File: src/mpsr_cfg.svh
`ifndef MPSR_CFG_SVH
`define MPSR_CFG_SVH

// Build option: a fieldbus interface is fitted to this drive.
`define MPSR_HAS_FIELDBUS 1'b1

// Clock rate and control cycle.
`define MPSR_CLK_MHZ 25
`define MPSR_CTRL_PERIOD_US 1000
`define MPSR_CTRL_CYCLES (`MPSR_CLK_MHZ * `MPSR_CTRL_PERIOD_US)

// Ramp times are held in tenths of a second, counted in control ticks.
`define MPSR_TENTHS_PER_S 10
`define MPSR_TIME_UNIT_TICKS 100
`define MPSR_RAMP_DEFAULT_S 10
`define MPSR_TIME_RESET 16'(`MPSR_RAMP_DEFAULT_S * `MPSR_TENTHS_PER_S)

// Reference speed in rpm and its negative, the travel limits.
`define MPSR_REF_SPEED 16'h05dc
`define MPSR_REF_NEG (16'h0000 - `MPSR_REF_SPEED)

// Steps taken at half rate while initial rounding is active.
`define MPSR_ROUND_STEPS 8'h10

// Scaling factors are Q2.14: one is this value.
`define MPSR_SCALE_ONE 16'h4000
`define MPSR_SCALE_SHIFT 14

// Reset values.
`define MPSR_CFG_RESET 5'h06
`define MPSR_START_RESET 16'h0000
`define MPSR_RAISE_RESET (`MPSR_HAS_FIELDBUS ? 6'h1d : 6'h00)
`define MPSR_LOWER_RESET (`MPSR_HAS_FIELDBUS ? 6'h1e : 6'h00)

// Register addresses.
`define MPSR_A_CFG 4'h0
`define MPSR_A_RAISE 4'h1
`define MPSR_A_LOWER 4'h2
`define MPSR_A_START 4'h3
`define MPSR_A_UP_TIME 4'h4
`define MPSR_A_DOWN_TIME 4'h5
`define MPSR_A_MAIN_SRC 4'h6
`define MPSR_A_MAIN_SCALE 4'h7
`define MPSR_A_SUPP_SRC 4'h8
`define MPSR_A_SUPP_SCALE 4'h9
`define MPSR_A_RAMPED 4'ha
`define MPSR_A_ACTIVE 4'hb
`define MPSR_A_STATUS 4'hc

`endif

File: src/mpsr_pkg.sv
package mpsr_pkg;

   typedef enum logic [1:0] {
      MPSR_BIT_ZERO, MPSR_BIT_WORD, MPSR_BIT_DIN
   } mpsr_bit_kind_type;

   typedef struct packed {
      mpsr_bit_kind_type kind;
      logic [3:0] index;
   } mpsr_bitsel_type;

   typedef enum logic [1:0] {
      MPSR_SP_ZERO, MPSR_SP_FIELDBUS, MPSR_SP_ANALOG, MPSR_SP_POT
   } mpsr_sp_src_type;

   typedef enum logic [1:0] {
      MPSR_SC_ZERO, MPSR_SC_ONE, MPSR_SC_ANALOG, MPSR_SC_FIELDBUS
   } mpsr_sc_src_type;

   typedef enum logic [1:0] {
      MPSR_RAMP_IDLE, MPSR_RAMP_ROUND, MPSR_RAMP_LINEAR
   } mpsr_ramp_state_type;

   typedef struct packed {
      logic reserved;
      logic nvram;
      logic rounding;
      logic ramp_auto;
      logic storage;
   } mpsr_cfg_type;

   typedef struct packed {
      logic [3:0] addr;
      logic [15:0] wdata;
      logic wr;
      logic rd;
   } mpsr_bus_type;

   typedef struct packed {
      logic [15:0] control_word;
      logic [15:0] digital_in;
      logic [15:0] fieldbus_receive_word_two;
      logic [15:0] analog_in0;
   } mpsr_io_type;

endpackage : mpsr_pkg

File: src/mpsr_ramp.sv
`timescale 1ns/100ps
`include "mpsr_cfg.svh"

module mpsr_ramp (
   input wire logic clock,
   input wire logic rst_b,
   input wire logic tick,
   input wire logic up,
   input wire logic down,
   input wire logic load,
   input wire logic [15:0] load_value,
   input wire logic [15:0] time_up,
   input wire logic [15:0] time_down,
   input wire logic bypass,
   input wire logic rounding,
   output logic [15:0] value
);
   import mpsr_pkg::*;

   mpsr_ramp_state_type state;
   logic [23:0] acc;
   logic [7:0] round_count;
   logic [23:0] span;
   logic [23:0] next_acc;
   logic moving;
   logic jump;
   logic step;

   // The accumulator gains the reference speed each tick; one rpm step is
   // taken each time it passes the ramp span, so the full travel takes the
   // ramp time. Only one step per tick: spans shorter than the reference
   // speed in ticks ramp slower than asked.
   always_comb begin
      moving = up ^ down;
      span = 24'((up ? time_up : time_down) * `MPSR_TIME_UNIT_TICKS);
      // Rounding halves the very first tick too, so no full step escapes.
      if (state == MPSR_RAMP_ROUND ||
          (state == MPSR_RAMP_IDLE && rounding)) begin
         next_acc = acc + 24'(`MPSR_REF_SPEED >> 1);
      end else begin
         next_acc = acc + 24'(`MPSR_REF_SPEED);
      end
      jump = moving && (bypass || span == 24'h00_0000);
      step = tick && moving && !jump && next_acc >= span;
   end

   // Output setpoint; steps and jumps are clamped to plus and minus the reference speed, loads are not.
   always_ff @(posedge clock or negedge rst_b) begin
      if (!rst_b) begin
         value <= `MPSR_START_RESET;
      end else if (load) begin
         value <= load_value;
      end else if (tick && jump) begin
         value <= up ? `MPSR_REF_SPEED : `MPSR_REF_NEG;
      end else if (step) begin
         if (up && $signed(value) < $signed(`MPSR_REF_SPEED)) begin
            value <= value + 16'h0001;
         end else if (down && $signed(value) > $signed(`MPSR_REF_NEG)) begin
            value <= value - 16'h0001;
         end
      end
   end

   // Rate accumulator, cleared whenever the pot stands still.
   always_ff @(posedge clock or negedge rst_b) begin
      if (!rst_b) begin
         acc <= 24'h00_0000;
      end else if (load) begin
         acc <= 24'h00_0000;
      end else if (tick) begin
         if (!moving || jump) begin
            acc <= 24'h00_0000;
         end else if (step) begin
            acc <= next_acc - span;
         end else begin
            acc <= next_acc;
         end
      end
   end

   // Initial rounding: the first steps of each move run at half rate.
   always_ff @(posedge clock or negedge rst_b) begin
      if (!rst_b) begin
         state <= MPSR_RAMP_IDLE;
         round_count <= 8'h00;
      end else if (load) begin
         state <= MPSR_RAMP_IDLE;
         round_count <= 8'h00;
      end else if (tick) begin
         case (state)
            MPSR_RAMP_IDLE: begin
               round_count <= 8'h00;
               if (moving && !jump) begin
                  state <= rounding ? MPSR_RAMP_ROUND : MPSR_RAMP_LINEAR;
               end
            end
            MPSR_RAMP_ROUND: begin
               if (!moving) begin
                  state <= MPSR_RAMP_IDLE;
               end else if (step) begin
                  round_count <= round_count + 8'h01;
                  if (round_count == `MPSR_ROUND_STEPS - 8'h01) begin
                     state <= MPSR_RAMP_LINEAR;
                  end
               end
            end
            MPSR_RAMP_LINEAR: begin
               if (!moving) begin
                  state <= MPSR_RAMP_IDLE;
               end
            end
            default: begin
               state <= MPSR_RAMP_IDLE;
            end
         endcase
      end
   end

endmodule : mpsr_ramp

File: src/mpsr_top.sv
// Contract
// - Raise command drives setpoint up continuously.
// - Lower command drives setpoint down continuously.
// - Start value register, reset 0 rpm.
// - Ramp-up time register, reset 10 s.
// - Ramp-down time register, reset 10 s.
// - Ramped pot setpoint is readable.
// - Main setpoint source select, fieldbus default.
// - Main scaling source select, default one.
// - Supplementary source select, default zero.
// - Supplementary scaling source select, default zero.
// - Active main setpoint is readable.
// - Configuration resets to 00110 binary.
// - Storage off: load start value at switch-on.
// - Storage on: save at off, restore at on.
// - Auto mode: bit 01 selects ramp or jump.
// - Manual mode always ramps; here a zero ramp time jumps in either mode.
// - Bit 02 enables initial rounding.
// - Bits 03 and 00 keep value nonvolatile.
//
// Design decisions made here: strobed register access and the register addresses.
`timescale 1ns/100ps
`include "mpsr_cfg.svh"

module mpsr_top #(
   parameter int CTRL_TICK_CYCLES = `MPSR_CTRL_CYCLES
) (
   input wire logic clock,
   input wire logic rst_b,
   input wire mpsr_pkg::mpsr_bus_type bus,
   output logic [15:0] rdata,
   input wire mpsr_pkg::mpsr_io_type io,
   input wire logic motor_on,
   input wire logic automatic_mode_select,
   input wire logic nv_restore_valid,
   input wire logic [15:0] nv_restore_data,
   output logic [15:0] pot_ramped_setpoint,
   output logic [15:0] active_main_setpoint,
   output logic nv_store_req,
   output logic [15:0] nv_store_data
);
   import mpsr_pkg::*;

   mpsr_cfg_type pot_configuration;
   mpsr_bitsel_type pot_raise_source;
   mpsr_bitsel_type pot_lower_source;
   logic [15:0] pot_start_value;
   logic [15:0] pot_ramp_up_time;
   logic [15:0] pot_ramp_down_time;
   mpsr_sp_src_type main_setpoint_source;
   mpsr_sc_src_type main_setpoint_scale_source;
   mpsr_sp_src_type supplementary_setpoint_source;
   mpsr_sc_src_type supplementary_scale_source;
   logic [15:0] saved_setpoint;
   logic [31:0] tick_count;
   logic tick;
   logic motor_on_q;
   logic switch_on;
   logic switch_off;
   logic raise_cmd;
   logic lower_cmd;
   logic ramp_bypass;
   logic [15:0] load_value;
   logic [15:0] main_value;
   logic [15:0] main_scale;
   logic [15:0] supp_value;
   logic [15:0] supp_scale;
   logic [31:0] main_product;
   logic [31:0] supp_product;
   logic [17:0] sum;
   logic [15:0] next_active;
   logic wr_hit;

   // Picks one command bit from the control word or the digital inputs.
   function automatic logic pick_bit(mpsr_bitsel_type sel,
                                     mpsr_io_type src);
      logic result;
      result = 1'b0;
      case (sel.kind)
         MPSR_BIT_WORD: result = src.control_word[sel.index];
         MPSR_BIT_DIN: result = src.digital_in[sel.index];
         default: result = 1'b0;
      endcase
      return result;
   endfunction : pick_bit

   // Setpoint source multiplexer shared by main and supplementary paths.
   function automatic logic [15:0] pick_sp(mpsr_sp_src_type sel,
                                           mpsr_io_type src,
                                           logic [15:0] pot);
      logic [15:0] result;
      result = 16'h0000;
      case (sel)
         MPSR_SP_FIELDBUS: result = src.fieldbus_receive_word_two;
         MPSR_SP_ANALOG: result = src.analog_in0;
         MPSR_SP_POT: result = pot;
         default: result = 16'h0000;
      endcase
      return result;
   endfunction : pick_sp

   // Scaling source multiplexer; the constants are zero and one in Q2.14.
   function automatic logic [15:0] pick_sc(mpsr_sc_src_type sel,
                                           mpsr_io_type src);
      logic [15:0] result;
      result = 16'h0000;
      case (sel)
         MPSR_SC_ONE: result = `MPSR_SCALE_ONE;
         MPSR_SC_ANALOG: result = src.analog_in0;
         MPSR_SC_FIELDBUS: result = src.fieldbus_receive_word_two;
         default: result = 16'h0000;
      endcase
      return result;
   endfunction : pick_sc

   // Control-cycle divider: one tick pulse per control period.
   always_ff @(posedge clock or negedge rst_b) begin
      if (!rst_b) begin
         tick_count <= 32'h0000_0000;
         tick <= 1'b0;
      end else if (tick_count >= 32'(CTRL_TICK_CYCLES - 1)) begin
         tick_count <= 32'h0000_0000;
         tick <= 1'b1;
      end else begin
         tick_count <= tick_count + 32'h0000_0001;
         tick <= 1'b0;
      end
   end

   assign wr_hit = bus.wr;

   // Parameter registers written by software.
   always_ff @(posedge clock or negedge rst_b) begin
      if (!rst_b) begin
         pot_configuration <= `MPSR_CFG_RESET;
         pot_raise_source <= `MPSR_RAISE_RESET;
         pot_lower_source <= `MPSR_LOWER_RESET;
         pot_start_value <= `MPSR_START_RESET;
         pot_ramp_up_time <= `MPSR_TIME_RESET;
         pot_ramp_down_time <= `MPSR_TIME_RESET;
      end else if (wr_hit) begin
         case (bus.addr)
            `MPSR_A_CFG: pot_configuration <= bus.wdata[4:0];
            `MPSR_A_RAISE: pot_raise_source <= bus.wdata[5:0];
            `MPSR_A_LOWER: pot_lower_source <= bus.wdata[5:0];
            `MPSR_A_START: pot_start_value <= bus.wdata;
            `MPSR_A_UP_TIME: pot_ramp_up_time <= bus.wdata;
            `MPSR_A_DOWN_TIME: pot_ramp_down_time <= bus.wdata;
            default: ;
         endcase
      end
   end

   // Source selectors; the main default follows the fieldbus build option.
   always_ff @(posedge clock or negedge rst_b) begin
      if (!rst_b) begin
         main_setpoint_source <= `MPSR_HAS_FIELDBUS ?
            MPSR_SP_FIELDBUS : MPSR_SP_ANALOG;
         main_setpoint_scale_source <= MPSR_SC_ONE;
         supplementary_setpoint_source <= MPSR_SP_ZERO;
         supplementary_scale_source <= MPSR_SC_ZERO;
      end else if (wr_hit) begin
         case (bus.addr)
            `MPSR_A_MAIN_SRC:
               main_setpoint_source <= mpsr_sp_src_type'(bus.wdata[1:0]);
            `MPSR_A_MAIN_SCALE:
               main_setpoint_scale_source <=
                  mpsr_sc_src_type'(bus.wdata[1:0]);
            `MPSR_A_SUPP_SRC:
               supplementary_setpoint_source <=
                  mpsr_sp_src_type'(bus.wdata[1:0]);
            `MPSR_A_SUPP_SCALE:
               supplementary_scale_source <=
                  mpsr_sc_src_type'(bus.wdata[1:0]);
            default: ;
         endcase
      end
   end

   // Read port: data stand in the cycle after the strobe only.
   always_ff @(posedge clock or negedge rst_b) begin
      if (!rst_b) begin
         rdata <= 16'h0000;
      end else if (!bus.rd) begin
         rdata <= 16'h0000;
      end else begin
         case (bus.addr)
            `MPSR_A_CFG: rdata <= {11'h000, pot_configuration};
            `MPSR_A_RAISE: rdata <= {10'h000, pot_raise_source};
            `MPSR_A_LOWER: rdata <= {10'h000, pot_lower_source};
            `MPSR_A_START: rdata <= pot_start_value;
            `MPSR_A_UP_TIME: rdata <= pot_ramp_up_time;
            `MPSR_A_DOWN_TIME: rdata <= pot_ramp_down_time;
            `MPSR_A_MAIN_SRC: rdata <= {14'h0000, main_setpoint_source};
            `MPSR_A_MAIN_SCALE:
               rdata <= {14'h0000, main_setpoint_scale_source};
            `MPSR_A_SUPP_SRC:
               rdata <= {14'h0000, supplementary_setpoint_source};
            `MPSR_A_SUPP_SCALE:
               rdata <= {14'h0000, supplementary_scale_source};
            `MPSR_A_RAMPED: rdata <= pot_ramped_setpoint;
            `MPSR_A_ACTIVE: rdata <= active_main_setpoint;
            `MPSR_A_STATUS: rdata <= {12'h000, automatic_mode_select,
                                      lower_cmd, raise_cmd, motor_on};
            default: rdata <= 16'h0000;
         endcase
      end
   end

   // Motor switch edges.
   always_ff @(posedge clock or negedge rst_b) begin
      if (!rst_b) begin
         motor_on_q <= 1'b0;
      end else begin
         motor_on_q <= motor_on;
      end
   end

   assign switch_on = motor_on && !motor_on_q;
   assign switch_off = !motor_on && motor_on_q;

   // Commands; equal commands cancel and leave the ramp at rest.
   assign raise_cmd = pick_bit(pot_raise_source, io);
   assign lower_cmd = pick_bit(pot_lower_source, io);

   // Ramp bypass only in automatic mode with bit 01 clear.
   assign ramp_bypass = automatic_mode_select &&
                        !pot_configuration.ramp_auto;

   // Storage picks the saved value over the start value at switch-on.
   assign load_value = pot_configuration.storage ?
                       saved_setpoint : pot_start_value;

   // Stored setpoint. A restore from nonvolatile memory is taken only when
   // both storage bits are set, so a stale image cannot creep in.
   always_ff @(posedge clock or negedge rst_b) begin
      if (!rst_b) begin
         saved_setpoint <= `MPSR_START_RESET;
      end else if (switch_off && pot_configuration.storage) begin
         saved_setpoint <= pot_ramped_setpoint;
      end else if (nv_restore_valid && pot_configuration.storage &&
                   pot_configuration.nvram) begin
         saved_setpoint <= nv_restore_data;
      end
   end

   // Nonvolatile write request, one cycle, raised at switch-off.
   always_ff @(posedge clock or negedge rst_b) begin
      if (!rst_b) begin
         nv_store_req <= 1'b0;
         nv_store_data <= 16'h0000;
      end else begin
         nv_store_req <= switch_off && pot_configuration.storage &&
                         pot_configuration.nvram;
         if (switch_off) begin
            nv_store_data <= pot_ramped_setpoint;
         end
      end
   end

   // Ramp generator; steps once per control tick at most.
   mpsr_ramp u_ramp (
      .clock(clock),
      .rst_b(rst_b),
      .tick(tick),
      .up(raise_cmd),
      .down(lower_cmd),
      .load(switch_on),
      .load_value(load_value),
      .time_up(pot_ramp_up_time),
      .time_down(pot_ramp_down_time),
      .bypass(ramp_bypass),
      .rounding(pot_configuration.rounding),
      .value(pot_ramped_setpoint)
   );

   // Main and supplementary paths, each scaled in Q2.14.
   always_comb begin
      main_value = pick_sp(main_setpoint_source, io,
                           pot_ramped_setpoint);
      main_scale = pick_sc(main_setpoint_scale_source, io);
      supp_value = pick_sp(supplementary_setpoint_source, io,
                           pot_ramped_setpoint);
      supp_scale = pick_sc(supplementary_scale_source, io);
      main_product = 32'($signed(main_value) * $signed(main_scale));
      supp_product = 32'($signed(supp_value) * $signed(supp_scale));
      sum = 18'($signed(main_product) >>> `MPSR_SCALE_SHIFT) +
            18'($signed(supp_product) >>> `MPSR_SCALE_SHIFT);
   end

   // Saturate the sum rather than wrap, so a large trim cannot flip sign.
   always_comb begin
      if ($signed(sum) > $signed(18'h0_7fff)) begin
         next_active = 16'h7fff;
      end else if ($signed(sum) < $signed(18'h3_8000)) begin
         next_active = 16'h8000;
      end else begin
         next_active = sum[15:0];
      end
   end

   // Registered active main setpoint.
   always_ff @(posedge clock or negedge rst_b) begin
      if (!rst_b) begin
         active_main_setpoint <= 16'h0000;
      end else begin
         active_main_setpoint <= next_active;
      end
   end
endmodule : mpsr_top
File: config.mk
export PLATFORM = sky130hd
export DESIGN_NAME = mpsr_top
export DESIGN_NICKNAME = d
export VERILOG_FILES = /design/src/mpsr_pkg.sv /design/src/mpsr_ramp.sv /design/src/mpsr_top.sv
export VERILOG_INCLUDE_DIRS = /design/src /design/src/src
export SDC_FILE = /design/constraint.sdc
export NUM_CORES = 2
export LEC_CHECK = 0
export ABC_AREA = 1
export BUFFER_PORTS_ARGS = -buffer_cell sky130_fd_sc_hd__buf_2
export CAP_MARGIN = 10
export CORE_ASPECT_RATIO = 0.5
export CORE_MARGIN = 4
export CORE_UTILIZATION = 40
export CTS_CLUSTER_DIAMETER = 60
export DETAILED_ROUTE_END_ITERATION = 8
export PLACE_DENSITY = 0.59
export SYNTH_ARGS = -nofsm -noshare
export SYNTH_HDL_FRONTEND = slang
export SYNTH_SLANG_ARGS = --single-unit
File: constraint.sdc
create_clock -name clock -period 11.5 [get_ports clock]
set_input_delay 1.725 -clock clock [delete_from_list [all_inputs] [get_ports clock]]
set_output_delay 1.725 -clock clock [all_outputs]
set_load 0.01 [all_outputs]
==> impl_metrics.env <==
export IMPL_final_nets=5975
export IMPL_initial_core_util_pct=40.4
export IMPL_worstSetupStartpointType="input pin"
export IMPL_critPathMostFrequentCell="nand2_1"
export IMPL_tns_ns=0
export IMPL_final_setup_worst_slack_ns=1.60
export IMPL_path_max_fanout=16
export IMPL_rsz0062_at_grt="no"
export IMPL_dp_slack_ns=0.997
export IMPL_die_w_microns=437
export IMPL_critPathKind="in2reg"
export IMPL_fmax_mhz=101
export IMPL_rows=78
export IMPL_finalCritPeriodShare_pct=86.0
export IMPL_worst_pin_slew_ns=1.17
export IMPL_r2r_slack_ns=1.82
export IMPL_drv_slew=0
export IMPL_ys_ff_latch=221
export IMPL_gr_total_overflow=0
export IMPL_synthCells=4883
export IMPL_fp_dieArea_sq_um=97100
export IMPL_yosysTopAreaCell="fa_1"
export IMPL_slew_headroom_pct=21.8
export IMPL_clk_pin_slew_worst_paths_ns=0.06
export IMPL_seq_power_share_pct=10.3
export IMPL_drt_first_pass_iters=5
export IMPL_syn_area_sq_um=36700
export IMPL_gr_usage_all_layers_pct=24.0
export IMPL_ys_types=63
export IMPL_grt_max_degree=108
export IMPL_io_buffers=171
export IMPL_root_buffer="clkbuf_16"
export IMPL_clk_path_buf_depth=3
export IMPL_die_y_microns=222
export IMPL_synth_flop_cell="dfrtp_1"
export IMPL_cts_sinks=221
export IMPL_hold_end="tick_count[0]"
export IMPL_post_cts_buffers=0
export IMPL_hold_depth=1
export IMPL_holdBufCountCts=0
export IMPL_skew_ns=0.0301
export IMPL_period_needed_ns=9.90
export IMPL_drc_errors=0
export IMPL_worst_ir_drop_vdd_uv=417
export IMPL_r2r_end="active_main_setpoint[5]"
export IMPL_initialDrtViolationCount=2174
export IMPL_synth_area_top_cells="fa_1 (29%), dfrtp_1 (14%), inv_1 (13%)"
export IMPL_p_sw_mw=7.28
export IMPL_critPathSlowestCell="o221ai_2"
export IMPL_syn_to_final_growth_pct=9.82
export IMPL_hpwl_microns=96500
export IMPL_ant_nets=0
export IMPL_tritoncts="done"
export IMPL_layout_common_cells="inv_1 (1258), nand2_1 (1216), fa_1 (536), ha_1 (275), o21ai_0 (240)"
export IMPL_hp_class="reg2reg"
export IMPL_post_cts_resize_count=0
export IMPL_setup_viol=0
export IMPL_cts_inserted_buffers=30
export IMPL_yosysWarnings=0
export IMPL_layout_commonest_cell="inv_1"
export IMPL_synth_edff_count=0
export IMPL_core_area_sq_um=90900
export IMPL_crit_arrival_ns=10.35
export IMPL_avgSynthCellArea_sq_um=7.53
export IMPL_num_io_pins=172
export IMPL_drt_total_wl_microns=117000
export IMPL_reg2reg_depth=34
export IMPL_status="finished clean"
export IMPL_htreeDepth=1
export IMPL_p_sw_share_pct=58.5
export IMPL_clk_latency_ns=0.60
export IMPL_wire_per_inst_microns=18.5
export IMPL_synth_top_area_share_pct=29.2
export IMPL_synth_async_sr_flop_share_pct=100
export IMPL_comb_power_share_pct=81.9
export IMPL_worstPathRequired_ns=11.95
export IMPL_gp_routability_congestion=0.928
export IMPL_final_hold_violation_count=0
export IMPL_p_leak_nw=23.1
export IMPL_maxCapViolations=0
export IMPL_critPathMaxStageDelay_ns=0.85
export IMPL_p_int_mw=5.17
export IMPL_crit_reg2reg_launch="supplementary_setpoint_source[0]"
export IMPL_final_layout_size_suffix_gt1_share_pct=7.09
export IMPL_hold_start="tick_count[0]"
export IMPL_vias=32084
export IMPL_grt_pass1_wl_microns=185000
export IMPL_antenna_found_initial=4
export IMPL_power_density_nw_per_um2=308
export IMPL_grt_pass1_vias=32637
export IMPL_cp_end_kind="flop"
export IMPL_seq_area_frac_synth_pct=15.1
export IMPL_viasPerCell=5.07
export IMPL_power_frac_clock_pct=7.7
## Yosys cell counts (all sizes together) (19+ instances only)
cell,instances
clkbuf,109
xor2,88
nand3,183
dfrtp,203
buf,23
inv,1264
o221ai,36
o22ai,45
nand2,1222
nand4,33
nor2,180
a31oi,29
fa,536
a21oi,179
xnor2,41
o21ai,250
ha,275
nor3,35
o211ai,19
## registers in the layout (all words and copies together), names as in the netlist, 16 cells and up
register,cells
nv_store_data,16
rdata,16
pot_start_value,16
u_ramp.acc,23
pot_ramp_down_time,16
u_ramp.value,16
tick_count,32
active_main_setpoint,16
saved_setpoint,16
pot_ramp_up_time,16
## through the flow
stage | area, sq um | total power [mW] | utilization [%] | std cells | hold slack (ns)
after floorplan | 36800 | 8.68 | - | 4899 | 0.433
after global placement | 39300 | 11.3 | 43.3 | 6264 | 0.446
after detailed placement | 39300 | 11.4 | 43.3 | 6264 | 0.450
after CTS | 40300 | 12.4 | 44.4 | 6319 | 0.458
after global routing | 40400 | 13.9 | 44.4 | 6321 | 0.493
final | 40400 | 12.4 | 44.4 | 6323 | 0.458
## critical path, delay by kind of cell
family                     cells  cell delay, ns
buffers and inverters          7            0.61
and+or+nand+nor               10            1.51
xor gates and xnor gates       1            0.17
adders and majority gates      8            3.87
AOI/OAI and AO/OA              8            2.43
## layout make-up
class / count / area, sq um
diodes: 3 / 7.51
clock buffers: 39 / 825
clock inverters: 16 / 198
fillers: 9185 / 50500
inverters: 1268 / 4760
multi-input cells: 3278 / 25900
flip-flops and latches: 221 / 5550
well taps: 1240 / 1550
repair buffers: 258 / 1520
## cells by family (layout without fill, tap and decap cells)
family	Yosys count	after routing	synth area share [%]
adder cells (fa/ha/maj)	811	811	38.6
flip-flops	221	221	15.1
other	1	20	0.0102
XOR/XNOR	129	129	3.07
AND/OR/NAND/NOR	1685	1685	18.5
AO/OA/AOI/OAI	635	635	10.2
multiplexers	1	1	0.0272
buffers and inverters	1400	1581	14.5
## power groups by stage
stage                     Sequential [mW]  Clock, mW  Combinational (mW)
after floorplan                      1.21          0                7.47
after global placement               1.29          0                10.0
after detailed placement             1.29          0                10.1
after CTS                            1.28      0.977                10.2
after global routing                 1.30       1.01                11.6
final                                1.29      0.960                10.2
## how the worst max path moves through the flow
stage | startpoint | end | depth (start not counted)
2_1_floorplan | io[4] | active_main_setpoint[11] | 35
3_3_place_gp | io[29] | active_main_setpoint[12] | 40
3_5_place_dp | io[29] | active_main_setpoint[5] | 40
4_1_cts | io[29] | active_main_setpoint[5] | 40
5_1_grt | io[29] | active_main_setpoint[6] | 37
6_report | io[1] | active_main_setpoint[5] | 34
## per-layer routing
| layer | vias up | global-route usage, % | share of wire [%] |
|---|---|---|---|
| li1 | 15152 | - | - |
| met1 | 15790 | 32.6 | 43 |
| met2 | 944 | 39.3 | 46 |
| met3 | 198 | 2.69 | 6.1 |
| met4 | 0 | 9.91 | 4.9 |
| met5 | - | 0 | 0 |
No activity file was read; power rests on OpenSTA's default activity.
